### config.mk
export PLATFORM = sky130hd
export DESIGN_NAME = brc_control
export DESIGN_NICKNAME = d
export VERILOG_FILES = /design/src/common/brc_pkg.sv /design/src/rtl/brc_control.sv
export SDC_FILE = /design/constraint.sdc
export NUM_CORES = 1
export LEC_CHECK = 0
export BUFFER_PORTS_ARGS = -buffer_cell sky130_fd_sc_hd__buf_2
export CORE_MARGIN = 4
export CORE_UTILIZATION = 40
export DETAILED_ROUTE_END_ITERATION = 10
export GPL_TIMING_DRIVEN = 0
export PLACE_DENSITY_LB_ADDON = 0.05
export RECOVER_POWER = 50
export SYNTH_ARGS = -nofsm -noshare
export SYNTH_HDL_FRONTEND = slang
export SYNTH_SLANG_ARGS = --single-unit
### constraint.sdc
create_clock -name clk -period 2.2 [get_ports clk]
set_clock_uncertainty 0.2 [all_clocks]
set_input_delay 0.22 -clock clk [delete_from_list [all_inputs] [get_ports clk]]
set_output_delay 0.22 -clock clk [all_outputs]
set_load 0.02 [all_outputs]
### src/common/brc_pkg.sv
// constants and types of the burst and restart control block
package brc_pkg;
   // =====================================
   // timing
   localparam int CLK_PERIOD_NS  = 40;
   localparam int DET_WINDOW_NS  = 1_000_000;
   localparam int BLANK_TIME_NS  = 20_000_000;
   localparam int DET_CYCLES     = DET_WINDOW_NS / CLK_PERIOD_NS;
   localparam int BLANK_CYCLES   = (BLANK_TIME_NS + CLK_PERIOD_NS - 1) / CLK_PERIOD_NS;
   // =====================================
   // level decode boundaries (cycle counts)
   localparam int CNT_BOUND_142   = 16;
   localparam int CNT_BOUND_127   = 64;
   localparam int CNT_BOUND_NEVER = 160;
   localparam int DET_CNT_W       = 8;
   localparam int RST_CNT_W       = 8;
   // =====================================
   // register map
   localparam logic [3:0]  REG_STATUS        = 4'h0;
   localparam logic [3:0]  REG_CTRL          = 4'h4;
   localparam logic [31:0] CTRL_RESET        = 32'h0000_0001;
   localparam int          CTRL_BURST_ALLOW  = 0;
   localparam int          ST_DET_DONE       = 0;
   localparam int          ST_LEVEL_LSB      = 1;
   localparam int          ST_BURST          = 3;
   localparam int          ST_BIAS           = 4;
   localparam int          ST_MODE_LSB       = 5;
   localparam int          ST_RCNT_LSB       = 8;
   // =====================================
   // types
   typedef enum logic [1:0] {
      LVL_160   = 2'b00,
      LVL_142   = 2'b01,
      LVL_127   = 2'b10,
      LVL_NEVER = 2'b11
   } brc_level_type;
   typedef enum logic [1:0] {
      DET_WAIT = 2'b00,
      DET_RUN  = 2'b01,
      DET_DONE = 2'b10
   } brc_det_type;
   typedef enum logic [1:0] {
      RST_NONE   = 2'b00,
      RST_NORMAL = 2'b01,
      RST_ODD    = 2'b10,
      RST_NOSW   = 2'b11
   } brc_mode_type;
endpackage : brc_pkg

### src/rtl/brc_control.sv
// burst entry level detection, active burst mode and auto-restart sequencing
`timescale 1ns/100ps
// Functional notes
// level detection runs only in first 1ms after supply lockout releases at 17V
// detection happens once; later restarts keep the first level
// detection waits while external enable or brownout protection is active
// 4.5V sets detect flipflop, closes discharge, counts; 0.5V resets and opens
// at window end the count picks 1.60V, 1.42V, 1.27V or never
// matching burst current limit 0.45V, 0.37V, 0.31V; never setting skips burst
// blanking counter held at zero until feedback drops below entry threshold
// burst entered only when 20ms blanking elapses with feedback still low
// burst entry sets burst flag and switches internal bias off
// above 3.5V in burst: bias on, pulses with reduced burst current limit
// down at 3.2V in burst: bias off, pulses stop, flag stays set
// above 4.0V in burst: leave burst, block burst limit, full limit again
// odd-skip: odd cycles no detection, no switching; even cycles detect, soft start
// odd-skip returns to normal only in even cycle with fault cleared
// non-switching: no pulses any cycle; fault still checked in even cycles
// non-switching resumes normal at even cycle once fault removed
// overvoltage, overload, open loop odd-skip; undervoltage, opto normal; thermal, external non-switching
// cycle count decoded into four levels by fixed design boundaries
// restart cycle counter starts at one when a fault latches
module brc_control #(
   parameter int DET_CYC   = brc_pkg::DET_CYCLES,
   parameter int BLANK_CYC = brc_pkg::BLANK_CYCLES,
   parameter int BND_142   = brc_pkg::CNT_BOUND_142,
   parameter int BND_127   = brc_pkg::CNT_BOUND_127,
   parameter int BND_NEVER = brc_pkg::CNT_BOUND_NEVER
) (
   // clock and reset
   input  wire logic                 clk,
   input  wire logic                 rst_b,
   // avalon-mm slave
   input  wire logic [3:0]           address,
   input  wire logic                 read,
   input  wire logic                 write,
   input  wire logic [31:0]          writedata,
   output logic [31:0]               readdata,
   output logic                      waitrequest,
   // supply and protection state
   input  wire logic                 supply_on,
   input  wire logic                 protect_hold,
   // feedback comparators
   input  wire logic                 fb_above_4v5,
   input  wire logic                 fb_below_0v5,
   input  wire logic                 fb_below_entry,
   input  wire logic                 fb_above_3v5,
   input  wire logic                 fb_below_3v2,
   input  wire logic                 fb_above_4v0,
   // fault flags
   input  wire logic                 flt_ovp1,
   input  wire logic                 flt_ovp2,
   input  wire logic                 flt_overload,
   input  wire logic                 flt_open_loop,
   input  wire logic                 flt_undervolt,
   input  wire logic                 flt_opto_short,
   input  wire logic                 flt_overtemp,
   input  wire logic                 flt_ext_enable,
   // control outputs
   output logic                      level_discharge_switch,
   output brc_pkg::brc_level_type    burst_entry_threshold,
   output logic                      level_valid,
   output logic                      burst_flag,
   output logic                      bias_on,
   output logic                      burst_limit_gate,
   output logic                      pulse_enable,
   output logic                      fault_detect_en,
   output brc_pkg::brc_mode_type     restart_mode,
   output logic [brc_pkg::RST_CNT_W-1:0] restart_count
);
   import brc_pkg::*;

   // =====================================
   // level detection
   brc_det_type                 det_state, next_det_state;
   logic [$clog2(DET_CYC+1)-1:0] det_timer, next_det_timer;
   logic [DET_CNT_W-1:0]        det_cnt, next_det_cnt;
   logic                        next_ff;
   brc_level_type               next_level;

   always_comb begin
      next_det_state = det_state;
      next_det_timer = det_timer;
      next_det_cnt   = det_cnt;
      next_ff        = level_discharge_switch;
      next_level     = burst_entry_threshold;
      unique case (det_state)
         DET_WAIT: begin
            if (supply_on && !protect_hold) begin
               next_det_state = DET_RUN;
               next_det_timer = '0;
               next_det_cnt   = '0;
               next_ff        = 1'b0;
            end
         end
         DET_RUN: begin
            next_det_timer = det_timer + 1'b1;
            if (!level_discharge_switch && fb_above_4v5) begin
               next_ff = 1'b1;
               if (det_cnt != '1) begin
                  next_det_cnt = det_cnt + 1'b1;
               end
            end else if (level_discharge_switch && fb_below_0v5) begin
               next_ff = 1'b0;
            end
            if (det_timer == ($clog2(DET_CYC+1))'(DET_CYC - 1)) begin
               next_det_state = DET_DONE;
               next_ff        = 1'b0;
               if (det_cnt >= DET_CNT_W'(BND_NEVER)) begin
                  next_level = LVL_NEVER;
               end else if (det_cnt >= DET_CNT_W'(BND_127)) begin
                  next_level = LVL_127;
               end else if (det_cnt >= DET_CNT_W'(BND_142)) begin
                  next_level = LVL_142;
               end else begin
                  next_level = LVL_160;
               end
            end
         end
         DET_DONE: begin
            next_det_state = DET_DONE;
         end
         default: begin
            next_det_state = DET_WAIT;
         end
      endcase
   end

   always_ff @(posedge clk or negedge rst_b) begin
      if (!rst_b) begin
         det_state              <= DET_WAIT;
         det_timer              <= '0;
         det_cnt                <= '0;
         level_discharge_switch <= 1'b0;
         burst_entry_threshold  <= LVL_NEVER;
      end else begin
         det_state              <= next_det_state;
         det_timer              <= next_det_timer;
         det_cnt                <= next_det_cnt;
         level_discharge_switch <= next_ff;
         burst_entry_threshold  <= next_level;
      end
   end

   assign level_valid = (det_state == DET_DONE);

   // =====================================
   // register bus
   logic [31:0] ctrl, next_ctrl;
   logic [31:0] next_readdata;
   logic        ack, next_ack;
   logic [31:0] status;

   always_comb begin
      status = '0;
      status[ST_DET_DONE]                = level_valid;
      status[ST_LEVEL_LSB +: 2]          = burst_entry_threshold;
      status[ST_BURST]                   = burst_flag;
      status[ST_BIAS]                    = bias_on;
      status[ST_MODE_LSB +: 2]           = restart_mode;
      status[ST_RCNT_LSB +: RST_CNT_W]   = restart_count;
   end

   always_comb begin
      next_ack      = (read || write) && !ack;
      next_ctrl     = ctrl;
      next_readdata = readdata;
      if (write && ack && address == REG_CTRL) begin
         next_ctrl = writedata & CTRL_RESET;
      end
      if (read && !ack) begin
         unique case (address)
            REG_STATUS: next_readdata = status;
            REG_CTRL:   next_readdata = ctrl;
            default:    next_readdata = '0;
         endcase
      end
   end

   always_ff @(posedge clk or negedge rst_b) begin
      if (!rst_b) begin
         ack      <= 1'b0;
         ctrl     <= CTRL_RESET;
         readdata <= '0;
      end else begin
         ack      <= next_ack;
         ctrl     <= next_ctrl;
         readdata <= next_readdata;
      end
   end

   assign waitrequest = (read || write) && !ack;

   // =====================================
   // active burst mode
   logic [$clog2(BLANK_CYC+1)-1:0] blank_cnt, next_blank_cnt;
   logic                           next_burst, next_bias;
   logic                           burst_ok;

   assign burst_ok = level_valid && burst_entry_threshold != LVL_NEVER
                     && ctrl[CTRL_BURST_ALLOW] && restart_mode == RST_NONE && supply_on;

   always_comb begin
      next_blank_cnt = '0;
      next_burst     = burst_flag;
      next_bias      = bias_on;
      if (!burst_ok) begin
         next_burst = 1'b0;
         next_bias  = 1'b1;
      end else if (!burst_flag) begin
         next_bias = 1'b1;
         if (fb_below_entry) begin
            if (blank_cnt == ($clog2(BLANK_CYC+1))'(BLANK_CYC - 1)) begin
               next_burst = 1'b1;
               next_bias  = 1'b0;
            end else begin
               next_blank_cnt = blank_cnt + 1'b1;
            end
         end
      end else if (fb_above_4v0) begin
         next_burst = 1'b0;
         next_bias  = 1'b1;
      end else if (!bias_on && fb_above_3v5) begin
         next_bias = 1'b1;
      end else if (bias_on && fb_below_3v2) begin
         next_bias = 1'b0;
      end
   end

   always_ff @(posedge clk or negedge rst_b) begin
      if (!rst_b) begin
         blank_cnt  <= '0;
         burst_flag <= 1'b0;
         bias_on    <= 1'b1;
      end else begin
         blank_cnt  <= next_blank_cnt;
         burst_flag <= next_burst;
         bias_on    <= next_bias;
      end
   end

   assign burst_limit_gate = burst_flag;

   // =====================================
   // auto-restart sequencing
   brc_mode_type             next_mode;
   logic [RST_CNT_W-1:0]     next_rcnt;
   logic                     supply_q, next_supply_q;
   logic                     flt_odd, flt_norm, flt_nosw, flt_any;
   logic                     cycle_start, even_next;

   assign flt_odd  = flt_ovp1 || flt_ovp2 || flt_overload || flt_open_loop;
   assign flt_norm = flt_undervolt || flt_opto_short;
   assign flt_nosw = flt_overtemp || flt_ext_enable;
   assign flt_any  = flt_odd || flt_norm || flt_nosw;
   assign cycle_start = supply_on && !supply_q;
   assign even_next   = !restart_count[0];

   always_comb begin
      next_mode     = restart_mode;
      next_rcnt     = restart_count;
      next_supply_q = supply_on;
      unique case (restart_mode)
         RST_NONE: begin
            if (supply_on && flt_any) begin
               next_rcnt = RST_CNT_W'(1);
               if (flt_nosw) begin
                  next_mode = RST_NOSW;
               end else if (flt_odd) begin
                  next_mode = RST_ODD;
               end else begin
                  next_mode = RST_NORMAL;
               end
            end
         end
         RST_NORMAL: begin
            if (cycle_start) begin
               next_rcnt = restart_count + 1'b1;
               if (!flt_any) begin
                  next_mode = RST_NONE;
               end
            end
         end
         RST_ODD, RST_NOSW: begin
            if (cycle_start) begin
               next_rcnt = restart_count + 1'b1;
               if (restart_count[0] && !flt_any) begin
                  next_mode = RST_NONE;
               end
            end
         end
      endcase
   end

   always_ff @(posedge clk or negedge rst_b) begin
      if (!rst_b) begin
         restart_mode  <= RST_NONE;
         restart_count <= '0;
         supply_q      <= 1'b0;
      end else begin
         restart_mode  <= next_mode;
         restart_count <= next_rcnt;
         supply_q      <= next_supply_q;
      end
   end

   // =====================================
   // switching and detection gating
   always_comb begin
      pulse_enable    = 1'b0;
      fault_detect_en = 1'b0;
      unique case (restart_mode)
         RST_NONE: begin
            pulse_enable    = supply_on && bias_on;
            fault_detect_en = supply_on;
         end
         RST_NORMAL: begin
            pulse_enable    = supply_on;
            fault_detect_en = supply_on;
         end
         RST_ODD: begin
            pulse_enable    = supply_on && even_next;
            fault_detect_en = supply_on && even_next;
         end
         RST_NOSW: begin
            pulse_enable    = 1'b0;
            fault_detect_en = supply_on && even_next;
         end
      endcase
   end
endmodule : brc_control

After elaboration in Yosys (flattened, before gate mapping)
Cells that the tools add are included.
{"block": "op_classes", "addsub": 4, "order_cmp": 3, "eq_ne": 22, "mux": 47, "reduce_logical": 47}
{"cell": "$mux W19", "count": 4}
{"cell": "$mux W8", "count": 5}
{"cell": "$pmux W16 S2", "count": 1}
{"cell": "$pmux W8 S2", "count": 2}
{"cell": "$pmux W15 S2", "count": 1}
{"cell": "$mux W2", "count": 11}
{"cell": "$add A19 B1 Y19 const B", "count": 1}
{"cell": "$eq A19 B19 Y1 const B", "count": 1}
{"cell": "$logic_and A1 B1 Y1", "count": 18}
{"cell": "$mux W1", "count": 17}
{"cell": "$add A8 B1 Y8 const B", "count": 2}
{"cell": "$add A15 B1 Y15 const B", "count": 1}
{"cell": "$eq A15 B15 Y1 const B", "count": 1}
{"cell": "$mux W15", "count": 1}
{"cell": "$ne A2 B2 Y1 const B", "count": 7}
{"cell": "$pmux W2 S3", "count": 2}
{"cell": "$ge A8 B5 Y1 const B", "count": 1}
{"cell": "$ge A8 B7 Y1 const B", "count": 1}
{"cell": "$ge A8 B8 Y1 const B", "count": 1}
{"cell": "$logic_or A1 B1 Y1", "count": 8}
{"cell": "$ne A2 B1 Y1 const B", "count": 4}
{"cell": "$ne A8 B8 Y1 const B", "count": 1}
{"cell": "$reduce_and A2 Y1", "count": 4}
{"cell": "$logic_not A1 Y1", "count": 7}
{"cell": "other kinds (15)", "count": 21}
{"block": "word_totals", "regBits": 94, "inputBits": 56, "output_inout_bits": 52, "wordCells": 137}

Longest topological paths before layout
{"block": "depth", "ltp_word": 10, "mapped_depth": 7, "depth_no_buf": 6}

Least setup slack after synthesis
No wires, ideal clock.
{"block": "synth_timing", "path_kind": "register to register", "start": "register det_state[0]", "end": "register det_cnt[5]", "setup_ns": 0.079, "arrival_time_ns": 1.872, "required_time_ns": 1.921, "slack_ns": 0.049, "stages_incl_launch_ff": 8, "n_path_buf": 1, "period_less_slack_ns": 2.151, "path_cell_list": "dfrtp_1 inv_1 ha_1 nand2b_2 a211o_1 buf_2 nor4_1 mux2i_1"}
{"block": "synth_via", "elab_chain_cells": 3, "elab_cells_between_ends": 8, "cone_classes": "4 x eq/ne; 1 x mux; 3 x reduce/logical"}
{"item": "start, declared", "line": "brc_control.sv:75", "rtl": "brc_det_type det_state, next_det_state;"}
{"item": "start signal, assigned", "line": "brc_control.sv:137", "rtl": "det_state <= next_det_state;"}
{"item": "$eq A2 B1 Y1 / $logic_not A2 Y1 (equally long branches)", "line": "brc_control.sv:87", "rtl": "unique case (det_state)"}
{"item": "$ne A2 B2 Y1 (no line) / $reduce_bool A2 Y1 (equally long branches)"}
{"item": "$reduce_and A4 Y1 (no line)"}
{"item": "end signal, assigned", "line": "brc_control.sv:139", "rtl": "det_cnt <= next_det_cnt;"}
{"item": "end, declared", "line": "brc_control.sv:77", "rtl": "logic [DET_CNT_W-1:0] det_cnt, next_det_cnt;"}
Parallel ways exist; a longest one is shown, timed or not.
A chain may end at the register's enable or synchronous reset.

Worst setup path in the final report
{"block": "layout_timing", "start": "register det_state[1]", "end": "register det_cnt[4]"}
Same word-level chain as after synthesis.

==> results.toml <==
[outcome]
status = "finished, violations left"
violations = "hold timing"

[drt]
dr.pass1.iters = 4
dr_wl_met2_um = 4150
dr_total_vias = 3357
route.detailed.wl_per_inst_um = 14.7
top_layer = "met4"
ant_nets = 0
wl_met3_um = 487
drc = 0
viasPerCell = 5.17
wl_um = 9510
first_iter_violations = 144
wl_met1_um = 4760

[pwr]
power_mw = 3.18
p_per_area_nw_per_um2 = 626
cellLeakagePower_nw = 2.17
ir_drop_v = 0.000317

[floorplanning]
core-area_um2 = 9860
fp.dieH_um = 109
rows = 36
pin_count = 108
die_area_um2 = 11900
start_util_pct = 41.3
die_w_um = 109

[place]
gp_congestion = 0.787
dp_hpwl_um = 6680
placed_cell_area_um2 = 4630
numPortBuffers = 59
dpl.cell_count = 613

[critical_path]
crit_path_max_fanout = 7
cp-start-kind = "flop"
crit_arrival_ns = 2.23
worstPathRequired_ns = 2.27
crit_type = "flop to flop"
crit_path_max_incr_delay_ns = 0.52
cp_cell_sequence = "inv_2 -> ha_4 -> nand3b_1 -> a211o_1 -> or4_1 -> a21oi_1"
slowest_stage = "or4_1"
crit_path_end_kind = "flop"

[global_route]
grt_max_degree = 49
antenna_found_initial = 0
grt_pass1_vias = 3263
grt_use_total_pct = 16.7
grt_overflow_total = 0
grt_first_pass_wirelength_um = 15800

[synthesis]
syn_area_um2 = 4080
synth_enable_flop_cells = 0
ys_seq_area_share_pct = 47.4
ys_ff_latch = 77
postSynth.asyncResetShare_pct = 100
syn_inst = 404
synthFlopType = "dfrtp_1"
avgSynthCellArea_um2 = 10.1
yosys_warnings = 0
synthDistinctLibCells = 64

[job]
max_cap_violations = 0

[hold_path]
hp-class = "primary input to flop"

[layout]
area_growth_pct = 24.6
final_layout_size_suffix_gt1_share_pct = 29.1
fin_area_um2 = 5080
insertedDiodeCount = 0
finalNetCount = 575
stdcell_count = 649

[clocking]
clkTransAtPathRegs_ns = 0.09
cts_tree = "done"
htree_levels = 3
clk_latency_ns = 0.36
clock-sinks = 77
numCtsBuffers = 9
cts.path.max_buffers = 2
cts_root_buf = "clkbuf_8"

[sta]
worst_pin_slew_ns = 0.783
min_period_ns = 2.15
whs_ns = -0.0519
drv_slew = 0
setup_viol = 0
slew-limit-headroom_pct = 47.5
grt_setup_unrepaired = "true"
hold_viol = 1
fmax_mhz = 464
final.period_utilization_pct = 98.0
==> worst paths after layout <==
| path | start | endpoint | slack, ns | cells past startpoint |
|---|---|---|---|---|
| min in group asynchronous | rst_b | readdata[10]$_DFFE_PN0P_ | 0.13 | 2 |
| max in group asynchronous | rst_b | burst_entry_threshold[1]$_DFFE_PN1P_ | 1.01 | 3 |
| hold / removal | read | ack$_DFF_PN0_ | -0.05 | 3 |
| setup reg to reg | det_state[1]$_DFFE_PN0P_ | det_cnt[4]$_DFFE_PN0P_ | 0.05 | 6 |
| setup / recovery | det_state[1]$_DFFE_PN0P_ | det_cnt[4]$_DFFE_PN0P_ | 0.05 | 6 |
| hold reg to reg | ack$_DFF_PN0_ | ack$_DFF_PN0_ | 0.27 | 1 |
==> routing by layer <==
layer  GRT usage [%]  up-vias
met1            23.6     1593
met4            5.86        0
met3            2.61        9
met2            26.1       83
li1                -     1672
met5               0        -
==> cell type report <==
cell class / instances / area, um2
Clock inverter: 7 / 65.1
Clock buffer: 9 / 124
Multi-Input combinational cell: 302 / 2050
Sequential cell: 77 / 1930
Tap cell: 133 / 166
Inverter: 13 / 48.8
Timing Repair Buffer: 80 / 498
Buffer: 28 / 193
Fill cell: 914 / 4780
==> repair_timing <==
action | 4_1_cts | 5_1_grt
resized for setup | 10 | 14
buffers inserted | 4 | 7
setup endpoints to repair | 29 | 36
pin swaps | 2 | 7
hold buffers | 10 | 0
endpoints found under the hold margin | 80 | 0
==> cells by family (layout without fill, tap and decap cells) <==
group	count (synthesis)	after routing	share of synthesized area, %
other	1	17	0.0920
flip-flops	77	77	47.4
multiplexers	3	3	0.767
buffers and inverters	41	137	5.74
AND/OR/NAND/NOR	160	160	22.2
adder cells (fa/ha/maj)	8	8	2.46
XOR/XNOR	24	24	5.16
AO/OA/AOI/OAI	90	90	16.2
==> placed cells by master, fill, tap and decap left out, drive strengths merged, types with 3 or more instances in the layout <==
| master | netlist | routed |
|---|---|---|
| buf | 21 | 92 |
| dfrtp | 73 | 73 |
| nor2 | 38 | 38 |
| nand2 | 25 | 25 |
| a21oi | 22 | 22 |
| nand3 | 21 | 21 |
| conb | 1 | 17 |
| inv | 13 | 17 |
| a22o | 16 | 16 |
| clkbuf | 7 | 16 |
| xnor2 | 12 | 12 |
| o21ai | 12 | 12 |
| xor2 | 12 | 12 |
| nand4 | 12 | 12 |
| o31ai | 9 | 9 |
| or4 | 9 | 9 |
| dlygate4sd3 | 0 | 9 |
| nor4 | 8 | 8 |
| nor3 | 8 | 8 |
| ha | 8 | 8 |
| nand2b | 7 | 7 |
| or3 | 7 | 7 |
| and4 | 5 | 5 |
| o211ai | 4 | 4 |
| dfstp | 4 | 4 |
| or2 | 3 | 3 |
| a211oi | 3 | 3 |
| a211o | 3 | 3 |
==> metrics by stage <==
step	utilization [%]	setup TNS (ns)	setup WS, ns
6_report	51.5	0	0.0450
5_1_grt	51.5	-0.0816	-0.0400
4_1_cts	50.6	0	0.0104
3_5_place_dp	46.9	-5.29	-0.398
3_3_place_gp	46.6	-4.77	-0.396
2_1_floorplan	-	0	0.0487
==> cells in the mapped netlist, types with 2 or more instances <==
library cell / instances / area [um2]
a211o_1: 3 / 26.3
a211oi_1: 3 / 22.5
a21oi_1: 22 / 110
a22o_1: 16 / 140
a31o_2: 2 / 17.5
a31oi_1: 2 / 12.5
and2_1: 2 / 12.5
and3_1: 2 / 12.5
and4_1: 5 / 43.8
buf_4: 19 / 143
clkbuf_1: 7 / 26.3
dfrtp_1: 73 / 1830
dfstp_2: 4 / 105
ha_1: 8 / 100
inv_1: 13 / 48.8
mux2i_1: 2 / 20.0
nand2_1: 25 / 93.8
nand2b_1: 6 / 37.5
nand3_1: 21 / 105
nand3b_1: 2 / 15.0
nand4_1: 11 / 68.8
nand4bb_1: 2 / 22.5
nor2_1: 28 / 105
nor2_2: 10 / 62.6
nor2b_1: 2 / 12.5
nor3_1: 8 / 40.0
nor3b_1: 2 / 15.0
nor4_1: 7 / 43.8
o211ai_1: 4 / 30.0
o21a_1: 2 / 15.0
o21ai_0: 12 / 60.1
o22ai_1: 2 / 12.5
o31ai_1: 9 / 67.6
or2_2: 3 / 18.8
or3_1: 6 / 37.5
or4_1: 9 / 67.6
xnor2_1: 12 / 105
xor2_1: 12 / 105
==> flip-flops by register name, indices dropped and copies added (netlist names) <==
register,flops
blank_cnt,19
det_timer,15
readdata,15
det_cnt,8
restart_count,8
burst_entry_threshold,2
det_state,2
restart_mode,2
ack,1
bias_on,1
burst_flag,1
ctrl,1
level_discharge_switch,1
supply_q,1
==> worst max-delay path, delay by kind of cell, from the launching register on <==
family	cells	cell delay [ns]
flops	1	0.40
simple gates	2	0.64
fa+ha+maj	1	0.19
compound gates	2	0.52
buf+inv	1	0.12
==> report_power, final <==
part	internal, mW	leakage, nW	switching, mW
clock	0.438	0.0943	0.615
combinational	0.211	1.08	0.299
sequential	1.50	0.998	0.117
total	2.15	2.17	1.03
Note: power is estimated with default switching activity, not from simulation.
